File: src/dpll_divider_chain.sv
/*
 * Divider and phase comparison core of a dual RF/IF synthesizer:
 * reference routing, reference dividers, feedback dividers, detectors
 * the 24-bit load word with its four latches, and the package that the
 * feedback divider shares.
 * Assumes all pin inputs are synchronous to the single 50 MHz clock.
 */
// Notes on behaviour
// one bit selects common or separate reference path
// separate: primary feeds IF, secondary feeds RF
// common: one reference clocks both dividers together
// 15-bit reference dividers, ratio 3 to 32767
// divided reference is the detector reference input
// high variant: 5-bit A, 10-bit B, 4 fraction
// high variant prescalers 16/17 and 32/33
// low variant: 4-bit A, 10-bit B, 4 fraction
// low variant prescalers 8/9 and 16/17
// IF: 8/9 prescaler, 3-bit A, 12-bit B
// prescaler clocks A/B chain, A sets modulus
// locked output is comparison times N plus F
// 4-bit numerator, modulus 15 or 16 select
// accumulator overflow swallows one vco cycle
// phase delay offsets residual fractional phase error
// each detector compares its own reference and feedback
// per-loop polarity bit swaps up and down
// pump acknowledge ends pulses, no dead zone
// MSB-first 24-bit shift, last two bits select
// power down clears counters, restart aligned
// P+1 for A slices, P otherwise, B>=A
// accumulator adds numerator per cycle, wraps

`timescale 1ns/1ns

// ----------------------------------------------------------------
// shared constants, load word layout and types
// ----------------------------------------------------------------
package dpll_pkg;
	// ----------------------------------------------------------------
	// clock and limits
	// ----------------------------------------------------------------
	localparam int CLK_HZ = 50_000_000;
	localparam int REF_IN_MAX_HZ = 50_000_000;
	localparam logic [14:0] REF_RATIO_MIN = 15'h0003;
	// ----------------------------------------------------------------
	// load word layout
	// ----------------------------------------------------------------
	localparam int SHIFT_W = 24;
	localparam logic [1:0] SEL_IF_REF = 2'h0;
	localparam logic [1:0] SEL_IF_FB = 2'h1;
	localparam logic [1:0] SEL_RF_REF = 2'h2;
	localparam logic [1:0] SEL_RF_FB = 2'h3;
	localparam int REF_PATH_BIT = 23;
	localparam int FRAC16_BIT = 22;
	localparam int REF_RATIO_LSB = 2;
	localparam int IF_A_LSB = 2;
	localparam int IF_B_LSB = 5;
	localparam int RF_FRAC_LSB = 2;
	localparam int RF_A_LSB = 6;
	localparam int RF_B_LSB = 11;
	// ----------------------------------------------------------------
	// reset values, prescaler bases and fraction moduli
	// ----------------------------------------------------------------
	localparam logic [14:0] REF_RATIO_RST = 15'h0003;
	localparam logic [11:0] B_RST = 12'h001;
	localparam logic [5:0] PRESC_BASE_8 = 6'h08;
	localparam logic [5:0] PRESC_BASE_16 = 6'h10;
	localparam logic [5:0] PRESC_BASE_32 = 6'h20;
	localparam logic [4:0] FRAC_MOD_15 = 5'h0F;
	localparam logic [4:0] FRAC_MOD_16 = 5'h10;

	// rf prescaler base; the IF loop is fixed at base 8
	typedef enum logic [1:0] {DPLL_PRESC_8, DPLL_PRESC_16, DPLL_PRESC_32} dpll_presc_t;

	// state of one feedback divider
	typedef struct packed {
		logic vcoPrev;
		logic [5:0] prescCnt;
		logic [11:0] abCnt;
		logic [3:0] acc;
		logic swallow;
		logic [3:0] delayCnt;
		logic delayArmed;
		logic fbPulse;
	} dpll_fbdiv_t;
endpackage

module dpll_divider_chain (
	input wire logic clk,
	input wire logic srst,
	input wire logic refInPrimary,
	input wire logic refInSecondary,
	input wire logic rfVcoIn,
	input wire logic ifVcoIn,
	input wire logic serialData,
	input wire logic serialClock,
	input wire logic loadStrobe,
	input wire dpll_pkg::dpll_presc_t rfPrescMode,
	input wire logic rfDetectorPolarity,
	input wire logic ifDetectorPolarity,
	input wire logic rfPowerDown,
	input wire logic ifPowerDown,
	input wire logic rfPumpAck,
	input wire logic ifPumpAck,
	output logic rfPumpUp,
	output logic rfPumpDown,
	output logic ifPumpUp,
	output logic ifPumpDown,
	output logic rfReferenceCompareSignal,
	output logic ifReferenceCompareSignal,
	output logic rfFeedbackCompareSignal,
	output logic ifFeedbackCompareSignal,
	output logic refPathCommonSel,
	output logic [1:0] registerSelectBits
);
	import dpll_pkg::*;

	// ----------------------------------------------------------------
	// state
	// ----------------------------------------------------------------
	// index 0 is the IF loop, index 1 the RF loop
	typedef struct packed {
		logic [SHIFT_W-1:0] shiftWord;
		logic serialClockPrev;
		logic loadPrev;
		logic [1:0] registerSelectBits;
		logic refPathCommonSel;
		logic frac16;
		logic [1:0][14:0] refRatio;
		logic [2:0] ifA;
		logic [11:0] ifB;
		logic [4:0] rfA;
		logic [9:0] rfB;
		logic [3:0] fractionNumerator;
		logic primPrev;
		logic secPrev;
		logic [1:0][14:0] refCnt;
		logic [1:0] refPulse;
		logic [1:0] upRaw;
		logic [1:0] downRaw;
		logic [1:0] pumpUp;
		logic [1:0] pumpDown;
	} dpll_chain_t;

	dpll_chain_t st_reg;
	dpll_chain_t st_next;

	logic [1:0] fbPulse;
	logic [1:0] refEdge;
	logic [1:0] powerDown;
	logic [1:0] pumpAck;
	logic [1:0] polarity;
	logic [1:0][14:0] ratioEff;
	logic [1:0] upNext;
	logic [1:0] downNext;
	logic [5:0] rfPrescBase;
	logic primEdge;
	logic secEdge;

	// ----------------------------------------------------------------
	// per-loop inputs gathered for the loops below
	// ----------------------------------------------------------------
	assign powerDown = {rfPowerDown, ifPowerDown};
	assign pumpAck = {rfPumpAck, ifPumpAck};
	assign polarity = {rfDetectorPolarity, ifDetectorPolarity};
	// prev flops reset low, so a pin already high at release counts one edge
	assign primEdge = refInPrimary && !st_reg.primPrev;
	assign secEdge = refInSecondary && !st_reg.secPrev;

	// ----------------------------------------------------------------
	// reference routing
	// ----------------------------------------------------------------
	always_comb begin
		// IF always runs from the primary pin R2 R3
		refEdge[0] = primEdge;
		if (st_reg.refPathCommonSel) begin
			// common path: crystal or oscillator on primary drives both R1 R3
			refEdge[1] = primEdge;
		end else begin
			refEdge[1] = secEdge;
		end
	end

	// ----------------------------------------------------------------
	// rf prescaler base
	// ----------------------------------------------------------------
	// the low variant is 8/9 or 16/17, the high variant 16/17 or 32/33
	always_comb begin
		unique case (rfPrescMode)
			DPLL_PRESC_8: rfPrescBase = PRESC_BASE_8;
			DPLL_PRESC_16: rfPrescBase = PRESC_BASE_16;
			DPLL_PRESC_32: rfPrescBase = PRESC_BASE_32;
			default: rfPrescBase = PRESC_BASE_16;
		endcase
	end

	// ----------------------------------------------------------------
	// detector next values, one per loop
	// ----------------------------------------------------------------
	genvar gi;
	generate
		for (gi = 0; gi < 2; gi++) begin : g_loop
			// ratios below three are raised to three R4
			assign ratioEff[gi] = (st_reg.refRatio[gi] < REF_RATIO_MIN) ?
				REF_RATIO_MIN : st_reg.refRatio[gi];
			always_comb begin
				// edges latch their request R16
				upNext[gi] = st_reg.upRaw[gi] || st_reg.refPulse[gi];
				downNext[gi] = st_reg.downRaw[gi] || fbPulse[gi];
				// both held until the pump confirms, so short errors still pulse R18
				if (st_reg.upRaw[gi] && st_reg.downRaw[gi] && pumpAck[gi]) begin
					upNext[gi] = st_reg.refPulse[gi];
					downNext[gi] = fbPulse[gi];
				end
				if (powerDown[gi]) begin
					upNext[gi] = 1'b0;
					downNext[gi] = 1'b0;
				end
			end
		end
	endgenerate

	// ----------------------------------------------------------------
	// next state
	// ----------------------------------------------------------------
	always_comb begin
		st_next = st_reg;
		st_next.serialClockPrev = serialClock;
		st_next.loadPrev = loadStrobe;
		st_next.primPrev = refInPrimary;
		st_next.secPrev = refInSecondary;
		st_next.refPulse = 2'h0;

		// serial word enters MSB first R19
		if (serialClock && !st_reg.serialClockPrev) begin
			st_next.shiftWord = {st_reg.shiftWord[SHIFT_W-2:0], serialData};
		end

		// rising load edge copies into the latch named by the low bits R19
		if (loadStrobe && !st_reg.loadPrev) begin
			st_next.registerSelectBits = st_reg.shiftWord[1:0];
			unique case (st_reg.shiftWord[1:0])
				SEL_IF_REF: begin
					st_next.refPathCommonSel = st_reg.shiftWord[REF_PATH_BIT];
					st_next.frac16 = st_reg.shiftWord[FRAC16_BIT];
					st_next.refRatio[0] = st_reg.shiftWord[REF_RATIO_LSB +: 15];
				end
				SEL_IF_FB: begin
					st_next.ifA = st_reg.shiftWord[IF_A_LSB +: 3];
					st_next.ifB = st_reg.shiftWord[IF_B_LSB +: 12];
				end
				SEL_RF_REF: begin
					st_next.refRatio[1] = st_reg.shiftWord[REF_RATIO_LSB +: 15];
				end
				SEL_RF_FB: begin
					st_next.fractionNumerator = st_reg.shiftWord[RF_FRAC_LSB +: 4];
					st_next.rfA = st_reg.shiftWord[RF_A_LSB +: 5];
					st_next.rfB = st_reg.shiftWord[RF_B_LSB +: 10];
				end
			endcase
		end

		// reference dividers: one compare pulse per ratio input edges R4 R5
		for (int i = 0; i < 2; i++) begin
			if (powerDown[i]) begin
				// cleared with the feedback divider so both restart together R20
				st_next.refCnt[i] = 15'h0000;
			end else if (refEdge[i]) begin
				// >= so a ratio lowered mid-count ends the count on the next input edge
				if (st_reg.refCnt[i] >= ratioEff[i] - 15'h0001) begin
					st_next.refCnt[i] = 15'h0000;
					st_next.refPulse[i] = 1'b1;
				end else begin
					st_next.refCnt[i] = st_reg.refCnt[i] + 15'h0001;
				end
			end
			st_next.upRaw[i] = upNext[i];
			st_next.downRaw[i] = downNext[i];
			// polarity low swaps the sense for negative-slope vcos R17
			st_next.pumpUp[i] = polarity[i] ? upNext[i] : downNext[i];
			st_next.pumpDown[i] = polarity[i] ? downNext[i] : upNext[i];
		end
	end

	// ----------------------------------------------------------------
	// state register
	// ----------------------------------------------------------------
	always_ff @(posedge clk) begin
		if (srst) begin
			st_reg <= '0;
			// ratios and B start at their smallest legal value, not zero
			st_reg.refRatio <= {REF_RATIO_RST, REF_RATIO_RST};
			st_reg.ifB <= B_RST;
			st_reg.rfB <= B_RST[9:0];
		end else begin
			st_reg <= st_next;
		end
	end

	// ----------------------------------------------------------------
	// feedback dividers
	// ----------------------------------------------------------------
	// output frequency is compare rate times P*B+A plus fraction R12 R21
	// B below A gives a shorter divide; software keeps B>=A
	dpll_fb_divider u_if_fb (
		.clk(clk),
		.srst(srst),
		.vcoIn(ifVcoIn),
		.powerDown(ifPowerDown),
		.prescBase(PRESC_BASE_8),
		.aVal({2'h0, st_reg.ifA}),
		.bVal(st_reg.ifB),
		.fractionNumerator(4'h0),
		.frac16(1'b1),
		.fbPulse(fbPulse[0])
	);

	dpll_fb_divider u_rf_fb (
		.clk(clk),
		.srst(srst),
		.vcoIn(rfVcoIn),
		.powerDown(rfPowerDown),
		.prescBase(rfPrescBase),
		.aVal(st_reg.rfA),
		.bVal({2'h0, st_reg.rfB}),
		.fractionNumerator(st_reg.fractionNumerator),
		.frac16(st_reg.frac16),
		.fbPulse(fbPulse[1])
	);

	// ----------------------------------------------------------------
	// outputs
	// ----------------------------------------------------------------
	assign ifPumpUp = st_reg.pumpUp[0];
	assign ifPumpDown = st_reg.pumpDown[0];
	assign rfPumpUp = st_reg.pumpUp[1];
	assign rfPumpDown = st_reg.pumpDown[1];
	assign ifReferenceCompareSignal = st_reg.refPulse[0];
	assign rfReferenceCompareSignal = st_reg.refPulse[1];
	assign ifFeedbackCompareSignal = fbPulse[0];
	assign rfFeedbackCompareSignal = fbPulse[1];
	assign refPathCommonSel = st_reg.refPathCommonSel;
	assign registerSelectBits = st_reg.registerSelectBits;
endmodule // dpll_divider_chain

File: src/dpll_fb_divider.sv
/*
 * Dual-modulus feedback divider with fractional accumulator, pulse swallow
 * and phase delay stage, one instance per loop.
 * Assumes the shared dpll_pkg and vco levels synchronous to the 50 MHz clock.
 */

`timescale 1ns/1ns

module dpll_fb_divider (
	input wire logic clk,
	input wire logic srst,
	input wire logic vcoIn,
	input wire logic powerDown,
	input wire logic [5:0] prescBase,
	input wire logic [4:0] aVal,
	input wire logic [11:0] bVal,
	input wire logic [3:0] fractionNumerator,
	input wire logic frac16,
	output logic fbPulse
);
	import dpll_pkg::*;

	dpll_fbdiv_t st_reg;
	dpll_fbdiv_t st_next;
	logic [11:0] bEff;
	logic lastSlice;
	logic [5:0] modCur;
	logic [4:0] sum;
	logic [4:0] fracMod;

	always_comb begin
		st_next = st_reg;
		st_next.fbPulse = 1'b0;
		st_next.vcoPrev = vcoIn;
		bEff = (bVal == 12'h000) ? 12'h001 : bVal;
		// >= so a shorter B or modulus loaded mid-frame cannot overrun
		lastSlice = (st_reg.abCnt >= bEff - 12'h001);
		// modulus control: P+1 while A runs, P for the rest R11 R21
		modCur = (st_reg.abCnt < {7'h00, aVal}) ? prescBase + 6'h01 : prescBase;
		// one extra vco cycle swallowed in the last slice R14
		if (st_reg.swallow && lastSlice) begin
			modCur = modCur + 6'h01;
		end
		fracMod = frac16 ? FRAC_MOD_16 : FRAC_MOD_15;
		sum = {1'b0, st_reg.acc} + {1'b0, fractionNumerator};
		if (vcoIn && !st_reg.vcoPrev) begin
			if (st_reg.prescCnt >= modCur - 6'h01) begin
				st_next.prescCnt = 6'h00;
				if (lastSlice) begin
					st_next.abCnt = 12'h000;
					// accumulate once per comparison cycle R22
					if (sum >= fracMod) begin
						st_next.acc = 4'(sum - fracMod);
						st_next.swallow = 1'b1;
					end else begin
						st_next.acc = sum[3:0];
						st_next.swallow = 1'b0;
					end
					// residual phase sets the delay of the compare edge R15
					st_next.delayCnt = st_next.acc;
					st_next.delayArmed = 1'b1;
				end else begin
					st_next.abCnt = st_reg.abCnt + 12'h001;
				end
			end else begin
				st_next.prescCnt = st_reg.prescCnt + 6'h01;
			end
		end
		if (st_reg.delayArmed) begin
			if (st_reg.delayCnt == 4'h0) begin
				st_next.fbPulse = 1'b1;
				st_next.delayArmed = 1'b0;
			end else begin
				st_next.delayCnt = st_reg.delayCnt - 4'h1;
			end
		end
		if (powerDown) begin
			st_next = '0;
			st_next.vcoPrev = vcoIn;
		end
	end

	always_ff @(posedge clk) begin
		if (srst) begin
			st_reg <= '0;
		end else begin
			st_reg <= st_next;
		end
	end

	assign fbPulse = st_reg.fbPulse;
endmodule // dpll_fb_divider

File: config.mk
export PLATFORM = sky130hd
export DESIGN_NAME = dpll_divider_chain
export DESIGN_NICKNAME = d
export VERILOG_FILES = /design/src/dpll_divider_chain.sv /design/src/dpll_fb_divider.sv
export SDC_FILE = /design/constraint.sdc
export NUM_CORES = 1
export LEC_CHECK = 0
export BUFFER_PORTS_ARGS = -buffer_cell sky130_fd_sc_hd__buf_2
export CAP_MARGIN = 20
export CELL_PAD_IN_SITES_DETAIL_PLACEMENT = 1
export CELL_PAD_IN_SITES_GLOBAL_PLACEMENT = 1
export CORE_MARGIN = 5
export CORE_UTILIZATION = 33
export CTS_CLUSTER_DIAMETER = 80
export DETAILED_ROUTE_END_ITERATION = 12
export GPL_TIMING_DRIVEN = 0
export PLACE_DENSITY_LB_ADDON = 0.25
export SYNTH_ARGS = -nofsm -noshare
export SYNTH_HDL_FRONTEND = slang
export SYNTH_SLANG_ARGS = --single-unit
File: constraint.sdc
create_clock -name clk -period 4.65 [get_ports clk]
set_clock_uncertainty 0.05 [all_clocks]
set_input_delay 0.2325 -clock clk [delete_from_list [all_inputs] [get_ports clk]]
set_output_delay 0.2325 -clock clk [all_outputs]
set_load 0.1 [all_outputs]
Yosys cells after proc, flatten, opt, wreduce, memory -nomap -nowiden
Cells that the tools add are included.

storage, ports and cells
  output and inout bits = 11
  input bits = 17
  word-level logic and storage cells = 166
  bits in registers = 196

cells by class
  bitwise gates (word level) = 4
  eq/ne operators = 4
  add/sub/neg operators = 20
  multiplexer cells = 45
  $lt $le $gt $ge = 12
  reduce and logical (&&, ||, !) cells = 42

operators by type and width
  operator               number
  $mux 15                4
  $mux 28                2
  $mux 22                2
  $mux 6                 7
  $mux 12                3
  $add 15x1->15 const B  2
  $add 6x1->6 const B    5
  $ge 15x15->1           2
  $lt 15x2->1 const B    2
  $mux 10                3
  $sub 15x1->15 const B  2
  $add 12x1->12 const B  2
  $ge 12x12->1           2
  $logic_not 12->1       2
  $sub 12x1->12 const B  2
  $mux 1                 16
  $mux 5                 3
  $ge 6x6->1             2
  $logic_and 1x1->1      12
  $lt 12x3->1            1
  $lt 12x5->1            1
  $pmux 6 s2             1
  $reduce_and 2->1       6
  $reduce_or 3->1        4
  other kinds (17)       39

Depth between registers and ports, before layout
  word-level depth = 12
  mapped depth = 24
  mapped depth without buffers = 22

By module
A second synthesis with hierarchy kept.

second synthesis, totals
  cells, all modules = 1421
  area total of the unflattened synthesis = 11614.9 sq um

by module, submodules not included
  module              cells each  area an instance (sq um)  instances  sequential area each (sq um)
  dpll_divider_chain  771         6192.2                    1          2722.6
  dpll_fb_divider     325         2711.4                    2          600.6

Worst setup path after synthesis
OpenSTA, ideal clock, no wires.

  kind = reg-to-reg
  from = register st_reg[52] in the netlist's numbering
  to = register u_rf_fb.st_reg[4] in the netlist's numbering
  arrival time = 4.514 ns
  library setup time = 0.116 ns
  required time = 4.484 ns
  clock period less this slack = 4.680 ns
  stages on the path, launching flop included = 22
  setup slack = -0.030 ns
  buffers on the path = 3
  cell sequence = dfxtp_1 nor4_1 a31oi_1 ha_1 xnor2_1 ha_1 a211oi_1 o21ai_0 a211oi_1 o21ai_1 clkbuf_1 nand2_1 ha_1 ha_1 ha_1 o211ai_1 o211ai_1 and2_1 buf_2 buf_2 nand4_1 o211a_1

on the way
  longest elaborated chain between the ends = 12
  elaborated cells between the ends (all ways) = 13
  classes of those cells = add/sub (2); order compare (2); mux (7); reduce/logical (2)

ends and longest elaborated chain
  element                   RTL line                   RTL
  start: declaration        dpll_divider_chain.sv:144  dpll_chain_t st_reg;
  start signal: assignment  dpll_divider_chain.sv:295  st_reg <= st_next;
  $logic_not 12->1          dpll_fb_divider.sv:35      bEff = (bVal == 12'h000) ? 12'h001 : bVal;
  $mux 10 (*)               dpll_fb_divider.sv:35
  $sub 12x1->12 (*)         dpll_fb_divider.sv:37      lastSlice = (st_reg.abCnt >= bEff - 12'h001);
  $ge 12x12->1 (*)          dpll_fb_divider.sv:37
  $logic_and 1x1->1         dpll_fb_divider.sv:41      if (st_reg.swallow && lastSlice) begin
  $mux 6                    dpll_fb_divider.sv:41
  $sub 6x1->6               dpll_fb_divider.sv:47      if (st_reg.prescCnt >= modCur - 6'h01) begin
  $ge 6x6->1                dpll_fb_divider.sv:47
  $mux 22 (*)               dpll_fb_divider.sv:47
  $mux 28 (*)               dpll_fb_divider.sv:46      if (vcoIn && !st_reg.vcoPrev) begin
  $mux 4                    dpll_fb_divider.sv:70      if (st_reg.delayCnt == 4'h0) begin
  $mux 6 (*)                dpll_fb_divider.sv:69      if (st_reg.delayArmed) begin
  end signal: assignment    dpll_fb_divider.sv:87      st_reg <= st_next;
  end: declaration          dpll_fb_divider.sv:23      dpll_fbdiv_t st_reg;

Mark *: on every way between the ends. The rest lies on a longest branch, timed or not.
A chain may end at the register's enable or synchronous reset.

Final worst setup path
Ends and elaborated chain as after synthesis.

==> impl_metrics.json <==
{
  "arrival_ns": 4.80,
  "syn_nets": 1369,
  "final_cells": 1733,
  "antenna_found_initial": 0,
  "critPathSlowestCell": "dfxtp_4",
  "initial_utilization": 0.335,
  "syn-cell-area_um2": 10200,
  "drive_gt1_frac": 0.0957,
  "slew_headroom": 0.451,
  "p_leak_nw": 4.57,
  "cts-root-buf": "clkbuf_16",
  "core_area_um2": 30600,
  "crit_cells": 21,
  "ys_seq_area_frac": 0.374,
  "groute.usage.overall": 0.164,
  "status": "finished, final reports clean",
  "synth_edf_count": 0,
  "drt_pass1_iterations": 4,
  "r2r-end": "u_rf_fb.st_reg[4]$_SDFF_PP0_",
  "largest_reg_flops": 127,
  "dr.first_iter.drc_count": 391,
  "fin_crit_sh": 0.971,
  "powerDensity_nw_per_um2": 279,
  "synth_area_leaders": "dfxtp_1, ha_1, nand2_1",
  "cts_made_buffers": 17,
  "wirelength_um": 27100,
  "area_growth_pct": 16.0,
  "dp_cells": 1678,
  "finalHoldViolCount": 0,
  "critPathLaunch": "st_reg[52]$_SDFFE_PP0P_",
  "max-cap-violations": 0,
  "tritoncts": "done",
  "path_cells": "nor4_4, a31oi_2, ha_2, xnor2_2, ha_1, a211oi_2, o21ai_1, a211oi_2, o21ai_2, buf_8, nand2_8, ha_4, ha_4, ha_4, o211ai_1, o211ai_1, and2_1, buf_6, buf_8, nand4_1, o211a_1",
  "place_congestion": 0.749,
  "antenna_left": 0,
  "die-area_um2": 34600,
  "core.rowCount": 64,
  "endpoint_kind": "register",
  "slew_viol_final": 0,
  "synth-seq-cells": 191,
  "yosysTopAreaCell": "dfxtp_1",
  "critPathMaxStageDelay_ns": 0.37,
  "h-tree-depth": 4,
  "tightest_slew_ns": 0.818,
  "layout_common_cells": "nand2_1, dfxtp_1, a21oi_1, nor2_1, ha_1",
  "vias_per_cell": 5.09,
  "r2r_slack_ns": 0.13,
  "rsz0062_at_grt": "true",
  "grt_max_degree": 20,
  "vdd_ir_drop_max_mv": 0.211,
  "combPwrFrac": 0.045,
  "antenna_cells": 0,
  "via_count": 8816,
  "hpwl_um": 19900,
  "cts_sinks": 191,
  "synth-async-reset-ratio": 0,
  "port_buffers": 27,
  "p_int_mw": 2.46,
  "pwr-share-seq": 0.498,
  "cts_buffer_depth": 2,
  "path_common_cell": "ha_4",
  "min_path_type": "input pin to register",
  "report.final.setup_viol": 0,
  "power.switching_mw": 0.854,
  "avgSynthCellArea_um2": 8.15,
  "die_x_um": 186,
  "die_h_um": 186,
  "io_pins": 28,
  "crit_path_start_kind": "register",
  "cp_max_fo": 10,
  "cp.buffers_inverters": 3,
  "gr-total-overflow": 0,
  "synth_cells": 1255,
  "ys_warn_count": 0,
  "grt_pass1_vias": 9201,
  "path_clk_slew_ns": 0.08,
  "synthDistinctLibCells": 64,
  "clock_latency_ns": 0.44,
  "grt_pass1_wl_um": 46400,
  "swShare": 0.258,
  "ff2ff_path_depth": 21,
  "utilization": 0.388,
  "fmax_mhz": 221,
  "r2r-start": "st_reg[52]$_SDFFE_PP0P_",
  "synth_ff_type": "dfxtp_1",
  "fin_crit_ns": 4.52,
  "wire_per_inst_um": 15.6,
  "nets": 1438,
  "pwr-share-clk": 0.457,
  "crit_type": "register to register",
  "final_common_cell": "nand2_1",
  "drc": 0,
  "critPathTopFamily": "compound AO/OA/AOI/OAI gates",
  "cp-endpoint": "u_rf_fb.st_reg[4]$_SDFF_PP0_",
  "synth_top_area_frac": 0.374,
  "worst_ep_required_time_ns": 4.93
}
-- cell families after synthesis --
kind of cell | share of synthesized area
flops | 0.374
compound gates | 0.128
simple gates | 0.250
xor+xnor | 0.0865
fa+ha+maj | 0.120
other cells | 0.000366
buf+inv | 0.0353
mux | 0.00599
-- layout make-up --
cell class,instances,area [um^2]
multi-input cells,973,6220
inverters,41,154
well taps,396,495
clock buffers,17,425
flip-flops and latches,191,3840
repair buffers,51,342
fillers,3673,18700
plain buffers,49,231
clock inverters,15,170
-- stage by stage --
stage	cell area, um^2	total power, mW	hold WS (ns)	setup slack [ns]	setup TNS [ns]
CTS	11700	3.35	0.0924	0.0173	0
global placement	10900	1.82	0.396	-0.863	-18.50
finish	11900	3.31	0.110	0.134	0
global route	11900	3.44	0.121	-0.0541	-0.242
detailed placement	10900	1.83	0.400	-0.962	-21.74
floorplan	10200	1.78	0.278	0.0624	0
-- cells in the mapped netlist, types with 10 or more instances --
library cell and n:
nor4_1 17, a211oi_1 16, xor2_1 43, clkbuf_1 38
nor2b_1 19, a21oi_1 122, xnor2_1 58, nor3_1 22
and3_1 13, nand3_1 19, or3_1 11, nand3b_1 10
nand4_1 30, a21o_1 22, nand2_1 244, dfxtp_1 191
ha_1 95, nand2b_1 11, inv_1 41, o21ai_0 11
nor2_1 119
-- routing by layer --
| metal | share of wire | routed length [um] | vias to the layer above | global-route usage |
|---|---|---|---|---|
| li1 | - | - | 4442 | - |
| met1 | 0.49 | 13100 | 4303 | 0.216 |
| met2 | 0.49 | 13200 | 51 | 0.282 |
| met3 | 0.014 | 383 | 20 | 0.0235 |
| met4 | 0.015 | 397 | 0 | 0.0428 |
| met5 | 0 | 0 | - | 0 |
-- power by group through the flow --
| stage | Sequential [mW] | Combinational [mW] | Clock [mW] |
|---|---|---|---|
| after floorplan | 1.69 | 0.0844 | 0 |
| after global placement | 1.69 | 0.136 | 0 |
| after detailed placement | 1.69 | 0.138 | 0 |
| after CTS | 1.65 | 0.148 | 1.56 |
| after global routing | 1.65 | 0.166 | 1.62 |
| final | 1.65 | 0.149 | 1.51 |
-- worst min path at each step --
stage / start / to / cells past startpoint
6_report: rfPumpAck / st_reg[7]$_SDFF_PP0_ / 4
5_1_grt: ifPumpAck / st_reg[4]$_SDFF_PP0_ / 4
4_1_cts: rfPumpAck / st_reg[7]$_SDFF_PP0_ / 4
3_5_place_dp: st_reg[56]$_SDFFE_PP0P_ / st_reg[56]$_SDFFE_PP0P_ / 2
3_3_place_gp: registerSelectBits[0]$_SDFFE_PP0P_ / registerSelectBits[0]$_SDFFE_PP0P_ / 2
2_1_floorplan: ifDetectorPolarity / ifPumpUp$_SDFF_PP0_ / 1
-- what timing repair did --
action                                  in CTS  in global routing
pin swaps                                   10                 17
buffers inserted                             7                  8
hold buffers                                 9                  0
resized for setup                           30                 16
cloned                                       0                  0
endpoints found under the setup margin      28                 38
endpoints found under the hold margin       11                  0
-- tightest hold or removal path, cell delays in order --
cell     delay, ns
buf_2         0.10
nand2_1       0.06
a21oi_1       0.09
nor2_1        0.08
No activity file was read; power rests on OpenSTA's default activity.
